File: src/acs_defines.svh
// constants of the asynchronous serial channel
`ifndef ACS_DEFINES_SVH
`define ACS_DEFINES_SVH
`define ACS_FACT_X1     2'b00
`define ACS_FACT_X16    2'b01
`define ACS_FACT_X32    2'b10
`define ACS_FACT_X64    2'b11
`define ACS_DIV_X1      7'h01
`define ACS_DIV_X16     7'h10
`define ACS_DIV_X32     7'h20
`define ACS_DIV_X64     7'h40
`define ACS_LEN_5       2'b00
`define ACS_LEN_7       2'b01
`define ACS_LEN_6       2'b10
`define ACS_LEN_8       2'b11
`define ACS_STOP_1      2'b01
`define ACS_STOP_15     2'b10
`define ACS_STOP_2      2'b11
`define ACS_HALVES_1    3'h2
`define ACS_HALVES_15   3'h3
`define ACS_HALVES_2    3'h4
`define ACS_ENC_NRZ     2'b00
`define ACS_TX_DEPTH    4
`define ACS_RX_DEPTH    8
`define ACS_THRESH_LVL  4
`define ACS_CHAR_W      8
`define ACS_ENTRY_W     10
`define ACS_ENT_PERR    8
`define ACS_ENT_FERR    9
`endif

File: src/acs_pkg.sv
// types of the asynchronous serial channel
`default_nettype none
package acs_pkg;
    typedef enum logic [2:0] {TX_IDLE, TX_START, TX_DATA, TX_PAR, TX_STOP} acs_tx_state_e;
    typedef enum logic [2:0] {RX_IDLE, RX_START, RX_DATA, RX_PAR, RX_STOP, RX_BRK} acs_rx_state_e;
    typedef logic [1:0] acs_sel_t;
endpackage
`default_nettype wire

File: src/acs_fifo_if.sv
// push/pop bundle between the channel and its fifos
`timescale 1ns/1ps
`default_nettype none
interface acs_fifo_if #(parameter int W = 8, parameter int D = 4);
    localparam int CW = $clog2(D) + 1;
    logic          push;
    logic [W-1:0]  wdata;
    logic          full;
    logic          pop;
    logic [W-1:0]  rdata;
    logic          empty;
    logic [CW-1:0] count;
    modport store (input push, input wdata, input pop,
                   output full, output rdata, output empty, output count);
    modport user  (output push, output wdata, output pop,
                   input full, input rdata, input empty, input count);
endinterface
`default_nettype wire

File: src/acs_fifo.sv
// first-in first-out store, any depth
`timescale 1ns/1ps
`default_nettype none
module acs_fifo #(
    parameter int W = 8,
    parameter int D = 4
) (
    input  wire logic mclk,
    input  wire logic reset,
    acs_fifo_if.store f
);
    localparam int AW = (D > 1) ? $clog2(D) : 1;
    localparam int CW = $clog2(D) + 1;
    localparam logic [AW-1:0] LAST = AW'(D - 1);
    logic [W-1:0]  mem [D];
    logic [AW-1:0] wr_reg;
    logic [AW-1:0] rd_reg;
    logic [CW-1:0] cnt_reg;
    wire           do_push = f.push && !f.full;
    wire           do_pop  = f.pop && !f.empty;

    assign f.full  = (cnt_reg == CW'(D));
    assign f.empty = (cnt_reg == '0);
    assign f.rdata = mem[rd_reg];
    assign f.count = cnt_reg;

    always_ff @(posedge mclk) begin
        if (do_push) begin
            mem[wr_reg] <= f.wdata;
        end
    end

    always_ff @(posedge mclk or posedge reset) begin
        if (reset) begin
            wr_reg  <= '0;
            rd_reg  <= '0;
            cnt_reg <= '0;
        end else begin
            if (do_push) begin
                wr_reg <= (wr_reg == LAST) ? '0 : wr_reg + 1'b1;
            end
            if (do_pop) begin
                rd_reg <= (rd_reg == LAST) ? '0 : rd_reg + 1'b1;
            end
            cnt_reg <= cnt_reg + CW'(do_push) - CW'(do_pop);
        end
    end
endmodule
`default_nettype wire

File: src/acs_bitclk.sv
// bit-cell timer: mid-cell and end-of-cell strobes at the clock factor
`timescale 1ns/1ps
`default_nettype none
`include "acs_defines.svh"
module acs_bitclk (
    input  wire logic  mclk,
    input  wire logic  reset,
    input  wire logic  restart,
    input  wire logic [1:0] factor,
    output logic       mid,
    output logic       tick
);
    logic [6:0] cnt_reg;
    logic [6:0] div;

    assign div  = (factor == `ACS_FACT_X16) ? `ACS_DIV_X16 :
                  (factor == `ACS_FACT_X32) ? `ACS_DIV_X32 :
                  (factor == `ACS_FACT_X64) ? `ACS_DIV_X64 : `ACS_DIV_X1;
    assign tick = (cnt_reg == div - 7'h01);
    assign mid  = (cnt_reg == ((div >> 1) == 7'h00 ? 7'h00 : (div >> 1) - 7'h01));

    always_ff @(posedge mclk or posedge reset) begin
        if (reset) begin
            cnt_reg <= 7'h00;
        end else if (restart || tick) begin
            cnt_reg <= 7'h00;
        end else begin
            cnt_reg <= cnt_reg + 7'h01;
        end
    end
endmodule
`default_nettype wire

File: src/acs_channel.sv
// asynchronous serial channel: tx/rx framing, fifos, status and modem pins
`timescale 1ns/1ps
`default_nettype none
`include "acs_defines.svh"
module acs_channel #(
    parameter int RX_DEPTH = `ACS_RX_DEPTH,
    parameter int TX_DEPTH = `ACS_TX_DEPTH
) (
    input  wire logic       mclk,
    input  wire logic       reset,
    input  wire logic [1:0] stop_sel,
    input  wire logic       parity_en,
    input  wire logic       parity_even,
    input  wire logic [1:0] clk_factor,
    input  wire logic [1:0] line_encoding,
    input  wire logic [1:0] rx_len,
    input  wire logic       rx_enable,
    input  wire logic       auto_enable,
    input  wire logic [1:0] tx_len,
    input  wire logic       tx_enable,
    input  wire logic       send_break,
    input  wire logic       rts_bit,
    input  wire logic       dtr_bit,
    input  wire logic       dtr_is_req,
    input  wire logic       tx_thresh,
    input  wire logic       rx_thresh,
    input  wire logic       parity_intr_en,
    input  wire logic       xtal_en,
    input  wire logic       tx_wr,
    input  wire logic [7:0] tx_wdata,
    input  wire logic       rx_rd,
    input  wire logic       error_reset,
    input  wire logic       rxd,
    input  wire logic       cts_pin_n,
    input  wire logic       carrier_detect_pin_n,
    input  wire logic       sync_pin_n,
    output logic            txd,
    output logic            rts_pin_n,
    output logic            dtr_req_pin_n,
    output logic            tx_space_flag,
    output logic            tx_intr_req,
    output logic            all_sent,
    output logic            rx_avail_flag,
    output logic            rx_intr_req,
    output logic [7:0]      rx_data,
    output logic            rx_framing_err,
    output logic            rx_parity_err,
    output logic            rx_overrun_err,
    output logic            special_rx_cond,
    output logic            break_flag,
    output logic            sync_hunt_flag,
    output logic            carrier_flag,
    output logic            cts_flag,
    output logic [1:0]      line_code
);
    // character length code to bit count
    function automatic logic [3:0] bits_of(input logic [1:0] code);
        case (code)
            `ACS_LEN_7: bits_of = 4'h7;
            `ACS_LEN_6: bits_of = 4'h6;
            `ACS_LEN_8: bits_of = 4'h8;
            default:    bits_of = 4'h5;
        endcase
    endfunction

    function automatic logic [7:0] low_mask(input logic [3:0] n);
        low_mask = ~(8'hff << n);
    endfunction

    acs_fifo_if #(.W(`ACS_CHAR_W), .D(TX_DEPTH)) txq ();
    acs_fifo_if #(.W(`ACS_ENTRY_W), .D(RX_DEPTH)) rxq ();

    acs_fifo #(.W(`ACS_CHAR_W), .D(TX_DEPTH)) u_txq (
        .mclk  (mclk),
        .reset (reset),
        .f     (txq)
    );
    acs_fifo #(.W(`ACS_ENTRY_W), .D(RX_DEPTH)) u_rxq (
        .mclk  (mclk),
        .reset (reset),
        .f     (rxq)
    );

    // ---------------- transmitter ----------------
    acs_pkg::acs_tx_state_e tx_state_reg;
    logic [7:0] tx_sh_reg;
    logic [3:0] tx_cnt_reg;
    logic [2:0] tx_half_reg;
    logic       tx_par_reg;
    logic       tx_mid;
    logic       tx_tick;
    wire  [3:0] tx_n      = bits_of(tx_len);
    wire        tx_go     = tx_enable && !(auto_enable && cts_pin_n);
    wire        tx_load   = (tx_state_reg == acs_pkg::TX_IDLE) && tx_go && !txq.empty;
    wire  [2:0] tx_halves = (stop_sel == `ACS_STOP_2)  ? `ACS_HALVES_2 :
                            (stop_sel == `ACS_STOP_15) ? `ACS_HALVES_15 : `ACS_HALVES_1;
    wire  [2:0] tx_half_next = tx_half_reg + {2'b00, tx_mid} + {2'b00, tx_tick};
    wire        tx_stop_done = (tx_state_reg == acs_pkg::TX_STOP) && (tx_half_next >= tx_halves);
    wire        tx_idle_now  = (tx_state_reg == acs_pkg::TX_IDLE) && !tx_load;
    // odd parity sends the inverse of the data xor
    wire        tx_par_bit = ^(txq.rdata & low_mask(tx_n)) ^ ~parity_even;

    assign txq.push  = tx_wr;
    assign txq.wdata = tx_wdata;
    assign txq.pop   = tx_load;

    acs_bitclk u_txclk (
        .mclk    (mclk),
        .reset   (reset),
        .restart (tx_load),
        .factor  (clk_factor),
        .mid     (tx_mid),
        .tick    (tx_tick)
    );

    always_ff @(posedge mclk or posedge reset) begin
        if (reset) begin
            tx_state_reg <= acs_pkg::TX_IDLE;
            tx_sh_reg    <= 8'h00;
            tx_cnt_reg   <= 4'h0;
            tx_half_reg  <= 3'h0;
            tx_par_reg   <= 1'b0;
        end else begin
            case (tx_state_reg)
                acs_pkg::TX_IDLE: begin
                    if (tx_load) begin
                        tx_sh_reg    <= txq.rdata;
                        tx_par_reg   <= tx_par_bit;
                        tx_cnt_reg   <= 4'h0;
                        tx_state_reg <= acs_pkg::TX_START;
                    end
                end
                acs_pkg::TX_START: begin
                    if (tx_tick) begin
                        tx_state_reg <= acs_pkg::TX_DATA;
                    end
                end
                acs_pkg::TX_DATA: begin
                    if (tx_tick) begin
                        tx_sh_reg  <= {1'b0, tx_sh_reg[7:1]};
                        tx_cnt_reg <= tx_cnt_reg + 4'h1;
                        tx_half_reg <= 3'h0;
                        if (tx_cnt_reg == tx_n - 4'h1) begin
                            tx_state_reg <= parity_en ? acs_pkg::TX_PAR : acs_pkg::TX_STOP;
                        end
                    end
                end
                acs_pkg::TX_PAR: begin
                    if (tx_tick) begin
                        tx_half_reg  <= 3'h0;
                        tx_state_reg <= acs_pkg::TX_STOP;
                    end
                end
                acs_pkg::TX_STOP: begin
                    tx_half_reg <= tx_half_next;
                    if (tx_stop_done) begin
                        tx_state_reg <= acs_pkg::TX_IDLE;
                    end
                end
                default: tx_state_reg <= acs_pkg::TX_IDLE;
            endcase
        end
    end

    logic tx_line;
    always_comb begin
        case (tx_state_reg)
            acs_pkg::TX_START: tx_line = 1'b0;
            acs_pkg::TX_DATA:  tx_line = tx_sh_reg[0];
            acs_pkg::TX_PAR:   tx_line = tx_par_reg;
            default:           tx_line = 1'b1;
        endcase
    end

    // ---------------- receiver ----------------
    acs_pkg::acs_rx_state_e rx_state_reg;
    logic [7:0] rx_sh_reg;
    logic [3:0] rx_cnt_reg;
    logic       rx_pbit_reg;
    logic       rx_mid;
    logic       rx_tick;
    wire  [3:0] rx_n     = bits_of(rx_len);
    wire        rx_on    = rx_enable && !(auto_enable && carrier_detect_pin_n);
    wire        rx_begin = (rx_state_reg == acs_pkg::RX_IDLE) && rx_on && !rxd;
    wire        rx_x1    = (clk_factor == `ACS_FACT_X1);
    wire  [7:0] rx_raw   = rx_sh_reg >> (4'h8 - rx_n);
    wire  [7:0] rx_fill  = ~low_mask(rx_n);
    wire  [7:0] rx_pmask = (parity_en && rx_n < 4'h8) ? (8'h01 << rx_n) : 8'h00;
    wire  [7:0] rx_char  = rx_raw | (rx_fill & ~rx_pmask) | (rx_pbit_reg ? rx_pmask : 8'h00);
    wire        rx_perr  = parity_en && ((^rx_raw) ^ rx_pbit_reg ^ ~parity_even);
    wire        rx_ferr  = !rxd;
    wire        rx_at_stop = (rx_state_reg == acs_pkg::RX_STOP) && rx_mid;
    wire        rx_is_brk  = rx_ferr && (rx_raw == 8'h00);

    // a break char is kept once, without its framing error
    assign rxq.push  = rx_at_stop;
    assign rxq.wdata = {rx_ferr && !rx_is_brk, rx_perr, rx_char};
    assign rxq.pop   = rx_rd;

    acs_bitclk u_rxclk (
        .mclk    (mclk),
        .reset   (reset),
        .restart (rx_begin),
        .factor  (clk_factor),
        .mid     (rx_mid),
        .tick    (rx_tick)
    );

    always_ff @(posedge mclk or posedge reset) begin
        if (reset) begin
            rx_state_reg <= acs_pkg::RX_IDLE;
            rx_sh_reg    <= 8'h00;
            rx_cnt_reg   <= 4'h0;
            rx_pbit_reg  <= 1'b0;
        end else if (!rx_on && rx_state_reg != acs_pkg::RX_BRK) begin
            rx_state_reg <= acs_pkg::RX_IDLE;
        end else begin
            case (rx_state_reg)
                acs_pkg::RX_IDLE: begin
                    rx_cnt_reg  <= 4'h0;
                    rx_pbit_reg <= 1'b0;
                    if (rx_begin) begin
                        rx_state_reg <= acs_pkg::RX_START;
                    end
                end
                acs_pkg::RX_START: begin
                    // at x1 this cell already holds the first data bit
                    if (rx_mid && rx_x1) begin
                        rx_sh_reg    <= {rxd, rx_sh_reg[7:1]};
                        rx_cnt_reg   <= 4'h1;
                        rx_state_reg <= acs_pkg::RX_DATA;
                    end else if (rx_mid) begin
                        rx_state_reg <= rxd ? acs_pkg::RX_IDLE : acs_pkg::RX_DATA;
                    end
                end
                acs_pkg::RX_DATA: begin
                    if (rx_mid) begin
                        rx_sh_reg  <= {rxd, rx_sh_reg[7:1]};
                        rx_cnt_reg <= rx_cnt_reg + 4'h1;
                        if (rx_cnt_reg == rx_n - 4'h1) begin
                            rx_state_reg <= parity_en ? acs_pkg::RX_PAR : acs_pkg::RX_STOP;
                        end
                    end
                end
                acs_pkg::RX_PAR: begin
                    if (rx_mid) begin
                        rx_pbit_reg  <= rxd;
                        rx_state_reg <= acs_pkg::RX_STOP;
                    end
                end
                acs_pkg::RX_STOP: begin
                    if (rx_mid) begin
                        rx_state_reg <= rx_is_brk ? acs_pkg::RX_BRK : acs_pkg::RX_IDLE;
                    end
                end
                acs_pkg::RX_BRK: begin
                    if (rxd) begin
                        rx_state_reg <= acs_pkg::RX_IDLE;
                    end
                end
                default: rx_state_reg <= acs_pkg::RX_IDLE;
            endcase
        end
    end

    // ---------------- status and pins ----------------
    wire head_ok   = !rxq.empty;
    wire head_ferr = head_ok && rxq.rdata[`ACS_ENT_FERR];
    wire head_perr = head_ok && rxq.rdata[`ACS_ENT_PERR];
    wire tx_req_w  = tx_thresh ? txq.empty : !txq.full;
    wire rx_req_w  = rx_thresh ? (rxq.count >= `ACS_THRESH_LVL) : head_ok;
    wire sent_w    = tx_idle_now && txq.empty;
    wire perr_w    = head_perr || (rx_parity_err && !error_reset);
    wire ovr_w     = (rxq.push && rxq.full) || (rx_overrun_err && !error_reset);
    wire brk_w     = (rx_at_stop && rx_is_brk) ||
                     (break_flag && !(rx_state_reg == acs_pkg::RX_BRK && rxd));
    wire rts_hold  = auto_enable && !rts_pin_n && !sent_w;

    always_ff @(posedge mclk or posedge reset) begin
        if (reset) begin
            txd             <= 1'b1;
            rts_pin_n       <= 1'b1;
            dtr_req_pin_n   <= 1'b1;
            tx_space_flag   <= 1'b0;
            tx_intr_req     <= 1'b0;
            all_sent        <= 1'b1;
            rx_avail_flag   <= 1'b0;
            rx_intr_req     <= 1'b0;
            rx_data         <= 8'h00;
            rx_framing_err  <= 1'b0;
            rx_parity_err   <= 1'b0;
            rx_overrun_err  <= 1'b0;
            special_rx_cond <= 1'b0;
            break_flag      <= 1'b0;
            sync_hunt_flag  <= 1'b0;
            carrier_flag    <= 1'b0;
            cts_flag        <= 1'b0;
            line_code       <= `ACS_ENC_NRZ;
        end else begin
            txd             <= send_break ? 1'b0 : tx_line;
            rts_pin_n       <= !(rts_bit || rts_hold);
            dtr_req_pin_n   <= dtr_is_req ? !tx_req_w : !dtr_bit;
            tx_space_flag   <= tx_req_w;
            tx_intr_req     <= tx_req_w;
            all_sent        <= sent_w;
            rx_avail_flag   <= head_ok;
            rx_intr_req     <= rx_req_w;
            rx_data         <= rxq.rdata[`ACS_CHAR_W-1:0];
            rx_framing_err  <= head_ferr;
            rx_parity_err   <= perr_w;
            rx_overrun_err  <= ovr_w;
            special_rx_cond <= head_ferr || (parity_intr_en && perr_w) || ovr_w;
            break_flag      <= brk_w;
            sync_hunt_flag  <= xtal_en ? 1'b0 : !sync_pin_n;
            carrier_flag    <= !carrier_detect_pin_n;
            cts_flag        <= !cts_pin_n;
            line_code       <= rx_x1 ? line_encoding : `ACS_ENC_NRZ;
        end
    end
endmodule
`default_nettype wire

File: config.mk
export PLATFORM = sky130hd
export DESIGN_NAME = acs_channel
export DESIGN_NICKNAME = d
export VERILOG_FILES = /design/src/acs_pkg.sv /design/src/acs_fifo_if.sv /design/src/acs_fifo.sv /design/src/acs_bitclk.sv /design/src/acs_channel.sv
export VERILOG_INCLUDE_DIRS = /design/src
export SDC_FILE = /design/constraint.sdc
export NUM_CORES = 1
export LEC_CHECK = 0
export ABC_AREA = 1
export BUFFER_PORTS_ARGS = -buffer_cell sky130_fd_sc_hd__buf_2
export CAP_MARGIN = 20
export CORE_MARGIN = 2
export CORE_UTILIZATION = 60
export CTS_CLUSTER_SIZE = 24
export DETAILED_ROUTE_END_ITERATION = 8
export MAX_ROUTING_LAYER = met4
export PLACE_DENSITY = 0.79
export SKIP_LAST_GASP = 1
export SYNTH_ARGS = -nofsm -noshare
export SYNTH_HDL_FRONTEND = slang
export SYNTH_SLANG_ARGS = --single-unit
File: constraint.sdc
create_clock -name mclk -period 7.75 [get_ports mclk]
set_input_delay 0.3875 -clock mclk [delete_from_list [all_inputs] [get_ports mclk]]
set_output_delay 0.3875 -clock mclk [all_outputs]
set_load 0.05 [all_outputs]
==> results of run 1 <==
## how the worst max path moves through the flow
stage	start	end	slack [ns]
2_1_floorplan	rx_len[1]	u_rxq.mem[0][8]	5.00
3_5_place_dp	clk_factor[1]	tx_state_reg[1]	4.72
4_1_cts	rx_sh_reg[3]	u_rxq.mem[4][8]	4.95
6_report	rx_sh_reg[3]	u_rxq.mem[4][8]	4.95
5_1_grt	rx_sh_reg[3]	u_rxq.mem[4][8]	4.63
3_3_place_gp	clk_factor[1]	tx_state_reg[0]	4.83
## stage by stage
step	power, uW	std cells	setup WS [ns]
finish	4140	1281	4.95
global route	4430	1281	4.63
CTS	4150	1280	4.95
detailed placement	2970	1238	4.72
global placement	2920	1238	4.83
floorplan	2680	975	5.00
## logic make-up after synthesis
family	Yosys count	share of synthesized area, %
xor gates and xnor gates	27	2.45
DFF	203	58.5
and+or+nand+nor	400	17.8
muxes	1	0.104
buffers and inverters	139	5.82
adders and majority gates	37	5.03
AOI/OAI and AO/OA	168	10.2
## metal layers
metal / vias to the layer above / share of wire [%]
li1: 3416 / -
met1: 3215 / 43
met2: 187 / 49
met3: 44 / 5.2
met4: 0 / 2.3
met5: - / 0
## cell usage in the layout, fill, tap and decap left out, drive strengths merged, types with 2 or more instances in the layout
cell type / netlist / layout
nand2: 195 / 195
nor2: 122 / 122
o21ai: 114 / 114
edfxtp: 112 / 112
inv: 109 / 109
dfrtp: 87 / 87
buf: 9 / 77
nand3: 48 / 48
ha: 34 / 34
clkbuf: 20 / 27
nor3: 20 / 20
xor2: 14 / 14
xnor2: 13 / 13
o22ai: 12 / 12
a21oi: 10 / 10
a31oi: 10 / 10
clkinv: 1 / 9
o211ai: 6 / 6
nand4: 5 / 5
bufinv: 0 / 5
nor3b: 4 / 4
dfstp: 4 / 4
o31ai: 4 / 4
fa: 3 / 3
nand3b: 2 / 2
or2: 2 / 2
o221ai: 2 / 2
o21a: 2 / 2
a21boi: 2 / 2
dlygate4sd3: 0 / 2
a211oi: 2 / 2
## area by class of cell
type | instances | share of cell area [%]
clock buffers | 27 | 5.71
clock inverters | 13 | 1.73
repair buffers | 79 | 4.01
flip-flops and latches | 203 | 51.2
inverters | 110 | 3.76
well taps | 216 | 2.45
multi-input cells | 633 | 31.2
## cells in the mapped netlist, drive strengths merged
cell	n	area, um^2
o211ai	6	45.0
nand3	48	250
o21ai	114	619
xnor2	13	114
a221oi	1	8.76
nand2	195	754
a31oi	10	62.6
dfrtp	87	2180
nor2	122	487
or2	2	12.5
nor4	1	6.26
o21bai	1	7.51
o22ai	12	75.1
o221ai	2	17.5
nor3b	4	30.0
o31ai	4	35.0
o21a	2	15.0
buf	9	73.8
a211oi	2	20.0
inv	109	409
a22oi	1	7.51
xor2	14	123
nand4	5	31.3
clkinv	1	3.75
mux2i	1	10.0
dfstp	4	105
edfxtp	112	3360
clkbuf	20	75.1
a21oi	10	50.1
fa	3	60.1
a21boi	2	15.0
and3	1	6.26
nand3b	2	15.0
nor3	20	126
a31o	1	8.76
ha	34	425
## power breakdown
part / switching (uW) / total [uW] / internal (uW)
sequential: 162 / 1540 / 1380
clock: 417 / 1160 / 743
combinational: 969 / 1440 / 470
## what timing repair did
| action | in CTS | in global routing |
|---|---|---|
| endpoints found under the hold margin | 40 | 0 |
| hold buffers | 2 | 0 |
| gates resized for setup | 0 | 0 |
==> metrics list, run 1 <==
- Result of the run: finished clean
- Mean instance size in the synthesized netlist: around 9.9 um^2
* Portion of the post-synthesis area used by sequential elements: 58.5%
- The startpoint identified for the worst register-to-register timing path is rx_sh_reg[3].
- Dividing the detail-routed wire length by the instance count gives between 10 and 15 um.
- Synthesis inferred 203 register bits.
- Final critical delay including setup and external delays: around 2.8 ns
- In the final layout, the multi-input gates occupy around 3400 um^2.
* Met2 global-route usage: around two fifths
- The wire-length estimate of the detail-placed layout is between 10 and 15 mm.
* Floorplan die area: 17100 um^2
- Setup repair after global routing left no endpoint under its margin.
- Vias in the first global route: between 6000 and 7000
* Number of antenna repair diodes: 0
- Chip Height: between 100 and 150 um
* Yosys warning total: 0
- Broken down by cell family, the worst path's largest delay share belongs to compound AO/OA/AOI/OAI gates.
* Initial standard-cell utilization of the core: around 60%
- Cell area after synthesis: between 9000 and 10000 um^2
- Along the worst hold path, the cell count comes to 2.
- Final Wtd Congestion: 0.845
- After detailed routing, the number of remaining DRC violations is 0.
* Type of origin of the critical path: flop
- The largest registers in the layout are u_rxq.mem: 80 flops, u_txq.mem: 32 flops.
* Area after detailed placement: 10200 um^2
- Of the cells placed in the final design, the portion with a size suffix greater than 1 is 15.7%.
* Worst min path class: in -> reg
* Cell Pwr Density: 375 nW/um^2
- Highest fanout seen on the critical path: 9
* Antenna-violating nets left: 0
- 66 I/O pins were placed.
- Worst reg2reg endpoint: u_rxq.mem[4][8]
* Cell at the root of the clock tree: sky130_fd_sc_hd__clkbuf_16
- Signed area change from the synthesized netlist to the final layout: 14.4%
* Crit path cell chain: inv_1 -> o21ai_0 -> inv_1 -> o21ai_0 -> inv_1 -> ha_1 -> xnor2_1 -> xor2_1 -> a21oi_1 -> o21a_1
* Vias: 6862
- Post-CTS clock slew at the launch and capture registers of the worst setup and hold paths: around 0.06 ns
- Share of the cycle needed by the critical path after routing: between 30% and 40%
* Hold path start: dtr_bit
* Mean number of vias per cell: around 5.4
- Reg2reg path depth: 10
* Final instance area: roughly 11000 um^2
- Number of detailed-route iterations in the first pass: 5
- Registers take approximately 5600 um^2.
- The total overflow left after global routing is 0.
* Worst Path Buf+Inv: 3
- The slowest stage of the critical path is the sky130_fd_sc_hd__o21ai_0 cell.
* Final setup vio count: 0
- The final-report hold violation count is 0.
- Initial antenna violation count: 0
* Total CTS buffers: 22
- Worst vdd ir: 0.303 mV
* Category of the worst setup path capture point: flop
- After synthesis, the netlist uses 52 different library cells.
* M3 GR Usage: just over 4%
* Largest net degree at the start of global routing: between 50 and 60
- Measured slew at the worst slew-check pin: roughly 1.0 ns
- In this design, the stage delay of the slowest critical-path cell is just under 0.7 ns.
- Counting the fill cells in the layout gives 1184.
- Max Clk Rate: 357 MHz
- Clock tree from TritonCTS: built
- Between clock sinks in the finished design, the worst skew comes to 0.0125 ns.
- For hold timing, the worst endpoint is dtr_req_pin_n.
* Register with the highest flop count: u_rxq.mem
* Final-layout setup total negative slack: 0 ns
- Buffers added to address setup during post-CTS repair amount to 0.
- Leakage power figure: between 0.004 and 0.005 uW
* Die X-Extent: 131 um
- Counting along the longest clock path gives a buffer depth of 3.
* Stages on worst setup path: 10
* Port Buffers: 65
- In this run, the number of DRC markers left after iteration 0 of detailed routing was about 480.
- In this run the most used layer during global routing was met2.
- Measured against its own limit, the worst slew margin works out to 32.3%.
- The final number of max-transition violations is 0.
- After technology mapping, the gate count stands at approximately 1000.
- The worst setup path is of the reg -> reg kind.
- Fin util: 70.0%
- Global-route track usage on met1: a little under a third
- After floorplanning, the core was divided into 46 placement rows.
* Number of flip-flops under the largest register name: 80
- Area of the core region: around 16000 um^2
* Clock H-tree levels: 1
- Data arrival time of the critical path: 3.02 ns
* Worst-case register-to-register setup slack: a little under 5 ns
* GRT Overall Usage: between 20% and 30%
- Worst hold margin: around 0.033 ns
- Wires add up to roughly 19 mm.
- Counting every sink on the clock net gives 203.
* Wire length of the first global-routing pass: about 31 mm
* Data required time of the worst path: ~8.0 ns
- Most used cell along the critical path: sky130_fd_sc_hd__inv_1
- Max Cap Viol: 0
* Final net count: ~1100
- Post-synth net total: 1052
- The clock reaches the later pin of the worst-skew pair after 0.50 ns.
No activity file was read; power rests on OpenSTA's default activity.
==> inputs of run 2 (changes only) <==
CORE_UTILIZATION = 55   (was 60)
PLACE_DENSITY = 0.76   (was 0.79)
clock period = 2.4 ns   (was 7.75 ns; I/O delays follow)
==> metrics list, run 2 (synthesis gave the netlist of run 1 again) <==
- The sum of met3 wire segment lengths after detailed routing came to 870 um (-12%).
- Highest fanout seen on the critical path: 5 (-4)
- Clock H-tree levels: 1 (unchanged)
* Routed length on met1: 8.56 mm (+4.4%)
- Relative to the synthesized area, the layout overhead comes to 22.1%.
- The via total after detailed routing came to 7119 (+3.7%).
- The number of global-route vias before repair was 6953 (+6.5%).
* Result of the run: finished, violations left
* Die X-Extent: 136 um (+4.3%)
* Worst hold margin: 0.0264 ns (-0.00675 ns)
* Initial standard-cell utilization of the core: 56.0% (-5.2 points)
- The instance count along the most critical hold path came to 4 (+2).
* Final Wtd Congestion: 0.852 (+0.78%)
- The slew at the pin closest to its max-slew limit is 0.706 ns (-0.298 ns).
* Cell Pwr Density: 1180 nW/um^2 (+220%)
- Data arrival time of the critical path: 2.98 ns (-0.04 ns)
* Reg2reg path depth: 18 (+8)
- WL/cell: 14.8 um (-0.12%)
- Cell at the root of the clock tree: sky130_fd_sc_hd__clkbuf_16
- Total number of clock tree sinks: 203 (unchanged)
- The path class of the tightest hold or removal check is in -> reg.
* Number of remaining DRC errors: 0 (unchanged)
- Post-route worst setup slack: -0.189 ns (-5.14 ns)
- Floorplan die area: 18600 um^2 (+8.8%)
- Max-slew violations: 0 (unchanged)
- The worst setup path is captured at a flop.
* Largest net degree at the start of global routing: 92 (+74%)
- The clock latency reported for the late side of the worst-skew pair was 0.50 ns (about the same).
- Worst setup slack after placement: -0.152 ns (-4.87 ns)
- Antenna-violating nets left: 0 (unchanged)
* Worst vdd ir: 0.991 mV (+230%)
- Total CTS buffers: 23 (+4.5%)
- The worst setup path is launched from a flop.
- Maximum buffer depth of the clock tree: 3 (unchanged)
* Leftover overflow at the end of global routing: 0 (unchanged)
- Area of the multi-input gates: 3540 um^2 (+3.1%)
- Number of antenna repair diodes: 0 (unchanged)
* Fill count: 1230 (+3.9%)
- RSZ-0062 raised after global routing: true
* Register with the highest flop count: u_rxq.mem
* Seq. cell area: 5650 um^2 (unchanged)
* Final setup vio count: 10 (+10)
* Area of the core region: 17200 um^2 (+9.3%)
- DR WL met2: 10.2 mm (+9.2%)
* Highest signal layer in the routed design: met4
* Mean number of vias per cell: 5.23 (-2.4%)
- Leakage power figure: 0.00516 uW (+6.9%)
* Number of flip-flops under the largest register name: 80 (unchanged)
* Share of final-layout standard cells stronger than drive strength 1: 20.4% (+4.7 points)
- # rows: 48 (+4.3%)
- Port Buffers: 65 (unchanged)
* Share of the cycle needed by the critical path after routing: 108% (+72 points)
- TritonCTS built the clock tree.
- Crit path cell chain: inv_2 -> xor2_1 -> nor3_2 -> nand3_2 -> buf_4 -> buf_4 -> buf_4 -> buf_4 -> buf_4 -> buf_4 -> buf_4 -> buf_4 -> buf_4 -> buf_4 -> nand2_2 -> nand3_2 -> nand2_1 -> o21ai_1
- Total I/O pin count: 66 (unchanged)
* Number of hold-slack violations in the final timing report: 0 (unchanged)
* Final net count: 1198 (+6.4%)
* Post-CTS clock slew at the launch and capture registers of the worst setup and hold paths: 0.06 ns (about the same)
- Fin util: 68.3% (-1.6 points)
- The number of optimization iterations in the first detailed-route pass is 5 (unchanged).
- The wire length of the first global-routing pass came to 33.2 mm (+6.7%).
- Slew Limit Headroom: 52.9% (+21 points)
* Iteration-0 DRC Markers: 383 (-21%)
- On the critical path, the stage with the largest delay is an instance of sky130_fd_sc_hd__dfrtp_1.
- The number of max-cap violations came to 0 (unchanged).
* Data required time of the worst path: 2.79 ns (-5.18 ns)
- The number of antenna violations at the first check in global routing is 0 (unchanged).
- Slowest stage delay, CP: 0.35 ns (-0.34 ns)
* Violations in the final reports: negative setup slack
- The final period demand of the worst path was 2.59 ns (-0.210 ns).
- Chip Height: 136 um (+4.3%)
- Leaving out fill and tap cells, the most frequent cell in the layout is sky130_fd_sc_hd__nand2_1.
* Most used cell along the critical path: sky130_fd_sc_hd__buf_4
- Max Clk Rate: 386 MHz (+8.1%)
* Highest-count cells in the layout ignoring fill and taps: sky130_fd_sc_hd__nand2_1 (185), sky130_fd_sc_hd__nor2_1 (118), sky130_fd_sc_hd__edfxtp_1 (112), sky130_fd_sc_hd__inv_1 (93), sky130_fd_sc_hd__dfrtp_1 (87)
- The post-detailed-routing wire length is 20.2 mm (+6.2%).
* GRT Overall Usage: 23.2% (-0.52 points)
* Estimated wirelength of the detail-placed design: 12.6 mm (+0.89%)
* Max Clock Skew: 0.0103 ns (-0.00220 ns)
- The largest registers in the layout are u_rxq.mem: 80 flops, u_txq.mem: 32 flops.
- Class of the most critical setup path: reg -> reg
[run 2: cell types whose count changed in the layout (fill, tap and decap cells not counted), sizes merged]
| cell | delta |
|---|---|
| buf | +48 |
| dlygate4sd3 | +23 |
| clkinvlp | +3 |
| bufinv | +2 |
| clkbuf | -2 |
| clkinv | -1 |
| inv | -1 |
[run 2: worst max-delay path: cells and delay by family, from the launching register on]
kind / cells / cell delay, ns
AO/OA/AOI/OAI: 1 / 0.06
XOR/XNOR: 1 / 0.17
buffers and inverters: 11 / 1.30
flip-flops: 1 / 0.35
AND/OR/NAND/NOR: 5 / 0.59
[run 2: metrics by stage]
stage | total power [uW] | cell area [um^2] | cells | setup TNS (ns)
floorplan | 8670 | 9670 | 975 | 0
global placement | 9650 | 10500 | 1281 | -0.150
detailed placement | 9830 | 10500 | 1281 | -0.428
CTS | 13800 | 11700 | 1361 | -0.868
global route | 14800 | 11800 | 1362 | -1.94
finish | 13900 | 11800 | 1362 | -0.675
[run 2: layout make-up]
cell class | count | share of cell area (%)
clock inverter | 16 | 2.17
timing repair buffer | 150 | 8.91
multi-input combinational | 633 | 30.1
clock buffer | 25 | 4.95
sequential | 203 | 47.9
inverter | 110 | 3.54
tap | 225 | 2.39
[run 2: timing repair]
action / in CTS / in global routing
pin swaps: 10 / 7
hold endpoints to repair: 136 / 0
gates resized for setup: 7 / 14
buffers inserted: 14 / 0
endpoints found under the setup margin: 3 / 18
hold buffers: 25 / 0
[run 2: metal layers]
layer,vias to the layer above,GRT usage [%]
li1,3549,-
met1,3356,28.1
met2,168,40.4
met3,46,3.17
met4,0,7.18
met5,-,-
[run 2: worst paths after layout]
kind | end | start | slack (ns)
hold reg to reg | tx_sh_reg[5] | tx_sh_reg[5] | 0.48
min in group asynchronous | u_rxq.f.count[0] | reset | 0.32
hold / removal | rts_pin_n | auto_enable | 0.03
setup reg to reg | tx_state_reg[0] | u_txclk.cnt_reg[3] | -0.19
max in group asynchronous | txd | reset | 1.70
setup / recovery | tx_state_reg[0] | u_txclk.cnt_reg[3] | -0.19
[run 2: report_power, final]
part           total [uW]  leakage, uW  switching (uW)  internal, uW
Sequential           4860      0.00215             417          4450
Combinational        5190      0.00260            3410          1780
Clock                3870     0.000403            1370          2500
Total               13900      0.00516            5200          8730
==> inputs of run 3 (changes only) <==
ABC_AREA = unset   (was 1)
PLACE_DENSITY = 0.77   (was 0.76)
==> metrics list, run 3 <==
- Amount of wire on met3 after detailed routing: 700 um (-20%)
- Post-synth EDFFs: 112 (unchanged)
- The post-detailed-routing wire length is 19.1 mm (-5.5%).
- Wire length of the first global-routing pass: 31.1 mm (-6.1%)
- Worst setup path startpoint: u_txclk.cnt_reg[5]
* # rows: 47 (-2.1%)
- Post-route worst setup slack: -0.513 ns (-0.324 ns)
- The via total after detailed routing came to 5997 (-16%).
- Final setup vio count: 2 (-8)
- Die X-Extent: 135 um (-1.1%)
- The total clock sinks came to 203 (unchanged).
- Cell Pwr Density: 1070 nW/um^2 (-9.4%)
- Area of the core region: 16600 um^2 (-3.4%)
* End point of the most critical hold path: rx_state_reg[1]
* Iteration-0 DRC Markers: 281 (-27%)
- DR WL met2: 10.3 mm (+0.57%)
- The number of diodes added for antenna fixing came to 0 (unchanged).
* Clock H-tree levels: 1 (unchanged)
- Ranked by total cell area, the synthesized netlist is headed by sky130_fd_sc_hd__edfxtp_1 (36%), sky130_fd_sc_hd__dfrtp_1 (23%), sky130_fd_sc_hd__mux4_2 (6.0%).
- STA classifies the critical path endpoint as a flop.
* Vias in the first global route: 6190 (-11%)
* Highest signal layer in the routed design: met4
* Estimated wirelength of the detail-placed design: 12.7 mm (+1.1%)
- The number of instances in the synthesized netlist was 696 (-29%).
- The largest clock skew in the final design was 0.0101 ns (-0.000244 ns).
- Leakage power figure: 0.00480 uW (-7.0%)
- TritonCTS built the clock tree.
- Commonest non-fill, non-tap cell in the layout: sky130_fd_sc_hd__edfxtp_1
- The maximum net fanout on the critical path is 5 (unchanged).
- Maximum buffer depth of the clock tree: 3 (unchanged)
- Violations in the final reports: negative setup slack
* Worst vdd ir: 0.848 mV (-14%)
- WL/cell: 17.7 um (+19%)
- Number of flip-flops under the largest register name: 80 (unchanged)
* Commonest cells in the synthesized netlist: sky130_fd_sc_hd__edfxtp_1 (112), sky130_fd_sc_hd__dfrtp_1 (87), sky130_fd_sc_hd__nand2_1 (48), sky130_fd_sc_hd__nor2_1 (48), sky130_fd_sc_hd__inv_1 (42)
* Data required time of the worst path: 2.79 ns (about the same)
- Hold path start: auto_enable
- Number of hold-slack violations in the final timing report: 0 (unchanged)
- Register with the highest flop count: u_rxq.mem
- The number of buffers created by CTS was 22 (-4.3%).
- The largest registers in the layout are u_rxq.mem: 80 flops, u_txq.mem: 32 flops.
- Slowest stage delay, CP: 0.50 ns (+0.15 ns)
- Type of origin of the critical path: flop
- Portion of the post-synthesis area used by sequential elements: 59.9% (+1.4 points)
- The worst relative slew slack came to 46.1% (-6.8 points).
* Antenna-violating nets left: 0 (unchanged)
* Crit path cell chain: nor4bb_1 -> o21ai_1 -> a211oi_2 -> fa_2 -> inv_2 -> ha_4 -> nand2b_4 -> a21o_1 -> a21o_1 -> a21oi_2 -> o21ai_1 -> o21a_1
- Cell area after synthesis: 9420 um^2 (-2.3%)
- The startpoint identified for the worst register-to-register timing path is u_txclk.cnt_reg[5].
- Post-synthesis cell type with the largest combined area: sky130_fd_sc_hd__edfxtp_1
* Routed length on met1: 7.57 mm (-12%)
* Measured slew at the worst slew-check pin: 0.802 ns (+0.0956 ns)
* Post-synth top area share: 35.7% (+0.84 points)
- The instance count along the most critical hold path was 4 (unchanged).
* Yosys warning total: 0 (unchanged)
- Clock tree synthesis selected as its root buffer the cell sky130_fd_sc_hd__clkbuf_16.
- Reg2reg path depth: 12 (-6)
- Worst hold margin: 0.0781 ns (+0.0517 ns)
- Highest-count cells in the layout ignoring fill and taps: sky130_fd_sc_hd__edfxtp_1 (112), sky130_fd_sc_hd__dfrtp_1 (85), sky130_fd_sc_hd__buf_2 (65), sky130_fd_sc_hd__buf_4 (58), sky130_fd_sc_hd__nand2_1 (47)
* Number of detailed-route iterations in the first pass: 4 (-1)
* RSZ-0062 raised after global routing: true
* Worst-case register-to-register setup slack: -0.51 ns (-0.32 ns)
- The die footprint is 18200 um^2 (-2.3%).
- The remaining design rule violation count is 0 (unchanged).
- Initial standard-cell utilization of the core: 56.6% (+0.64 points)
* Final-layout setup total negative slack: -0.805 ns (-0.130 ns)
- Initial antenna violation count: 0 (unchanged)
- The share of the cycle needed by the critical path after routing is 121% (+13 points).
- Leftover overflow at the end of global routing: 0 (unchanged)
* Total I/O pin count: 66 (unchanged)
* Async set-or-reset flop fraction in the synthesized netlist: 44.8% (unchanged)
- Worst reg2reg endpoint: tx_state_reg[0]
- The weighted congestion at the end of routability-driven global placement was 0.856 (+0.48%).
* Result of the run: finished, violations left
- The final period demand of the worst path came to 2.91 ns (+0.324 ns).
* Max Cap Viol: 0 (unchanged)
* Class of the most critical setup path: reg -> reg
- The post-synth net total was 773 (-27%).
- Worst min path class: in -> reg
* Chip Height: 135 um (-1.1%)
- Distinct cell type count of the synthesized netlist: 66 (+27%)
- The synthesis-stage register bit count was 203 (unchanged).
* Share of final-layout standard cells stronger than drive strength 1: 30.0% (+9.6 points)
* Max Clk Rate: 343 MHz (-11%)
- The final core utilization was 69.7% (+1.4 points).
- Post-CTS clock slew at the launch and capture registers of the worst setup and hold paths: 0.06 ns (about the same)
- Mean number of vias per cell: 5.56 (+6.3%)
- Clock latency reported for the late side of the worst-skew pair: 0.50 ns (about the same)
* Port Buffers: 65 (unchanged)
- The final net count came to 920 (-23%).
- Mean instance size in the synthesized netlist: 13.5 um^2 (+37%)
* GRT Overall Usage: 22.3% (-0.92 points)
* Max-slew violations: 0 (unchanged)
- Data arrival time of the critical path: 3.30 ns (+0.32 ns)
- Most instantiated library cell after synthesis: sky130_fd_sc_hd__edfxtp_1
- Signed area change from the synthesized netlist to the final layout: 23.2%
* Slowest cell on crit path: sky130_fd_sc_hd__fa_2
- The most used flip-flop cell after synthesis is sky130_fd_sc_hd__edfxtp_1.
* Largest net degree at the start of global routing: 44 (-52%)
[run 3: per-layer routing]
| layer | up-vias | track usage [%] |
|---|---|---|
| li1 | 2819 | - |
| met1 | 2993 | 26.5 |
| met2 | 143 | 40.1 |
| met3 | 42 | 2.85 |
| met4 | 0 | 6.20 |
| met5 | - | - |
[run 3: how the worst max path moves through the flow]
| stage | cells past startpoint | end |
|---|---|---|
| after global placement | 12 | tx_state_reg[0] |
| after global routing | 12 | tx_state_reg[0] |
| final | 12 | tx_state_reg[0] |
| after CTS | 12 | tx_state_reg[0] |
| after floorplan | 14 | tx_state_reg[0] |
| after detailed placement | 11 | tx_state_reg[0] |
[run 3: stage by stage]
stage / power [uW] / setup WS, ns / instance area [um^2] / instances
2_1_floorplan: 7660 / -0.454 / 9490 / 696
3_5_place_dp: 8640 / -0.451 / 10400 / 1005
4_1_cts: 12400 / -0.382 / 11500 / 1072
3_3_place_gp: 8420 / -0.331 / 10400 / 1005
5_1_grt: 13100 / -0.714 / 11600 / 1079
6_report: 12400 / -0.513 / 11600 / 1079
[run 3: power by group]
group / total [uW] / internal [uW] / switching, uW
Sequential: 4800 / 4300 / 508
Clock: 3680 / 2330 / 1350
Combinational: 3950 / 1850 / 2100
[run 3: area by class of cell]
class                      instances  area (um^2)
timing repair buffer             153         1090
clock buffer                      29          608
clock inverter                    11          191
inverter                          43          165
sequential                       203         5650
tap                              220          275
multi-input combinational        420         3620
fill                            1099         5040
[run 3: kinds of logic after synthesis]
logic type	after synthesis	share of synthesized area (%)
buffers and inverters	73	3.16
and+or+nand+nor	183	9.95
DFF	203	59.9
muxes	71	11.7
xor gates and xnor gates	39	3.79
AOI/OAI and AO/OA	90	6.30
adders and majority gates	37	5.15
[run 3: repair_timing]
item | 4_1_cts | 5_1_grt
resized for setup | 10 | 9
hold buffers | 26 | 1
hold endpoints to repair | 69 | 1
setup buffers | 1 | 6
pin swaps | 4 | 8
endpoints found under the setup margin | 10 | 14
[run 3: critical path: cells and delay by family (launching register included)]
| family | cells | cell delay, ns |
|---|---|---|
| AND/OR/NAND/NOR | 2 | 0.40 |
| adder cells (fa/ha/maj) | 2 | 0.69 |
| buffers and inverters | 1 | 0.10 |
| flip-flops | 1 | 0.44 |
| AO/OA/AOI/OAI | 7 | 1.18 |
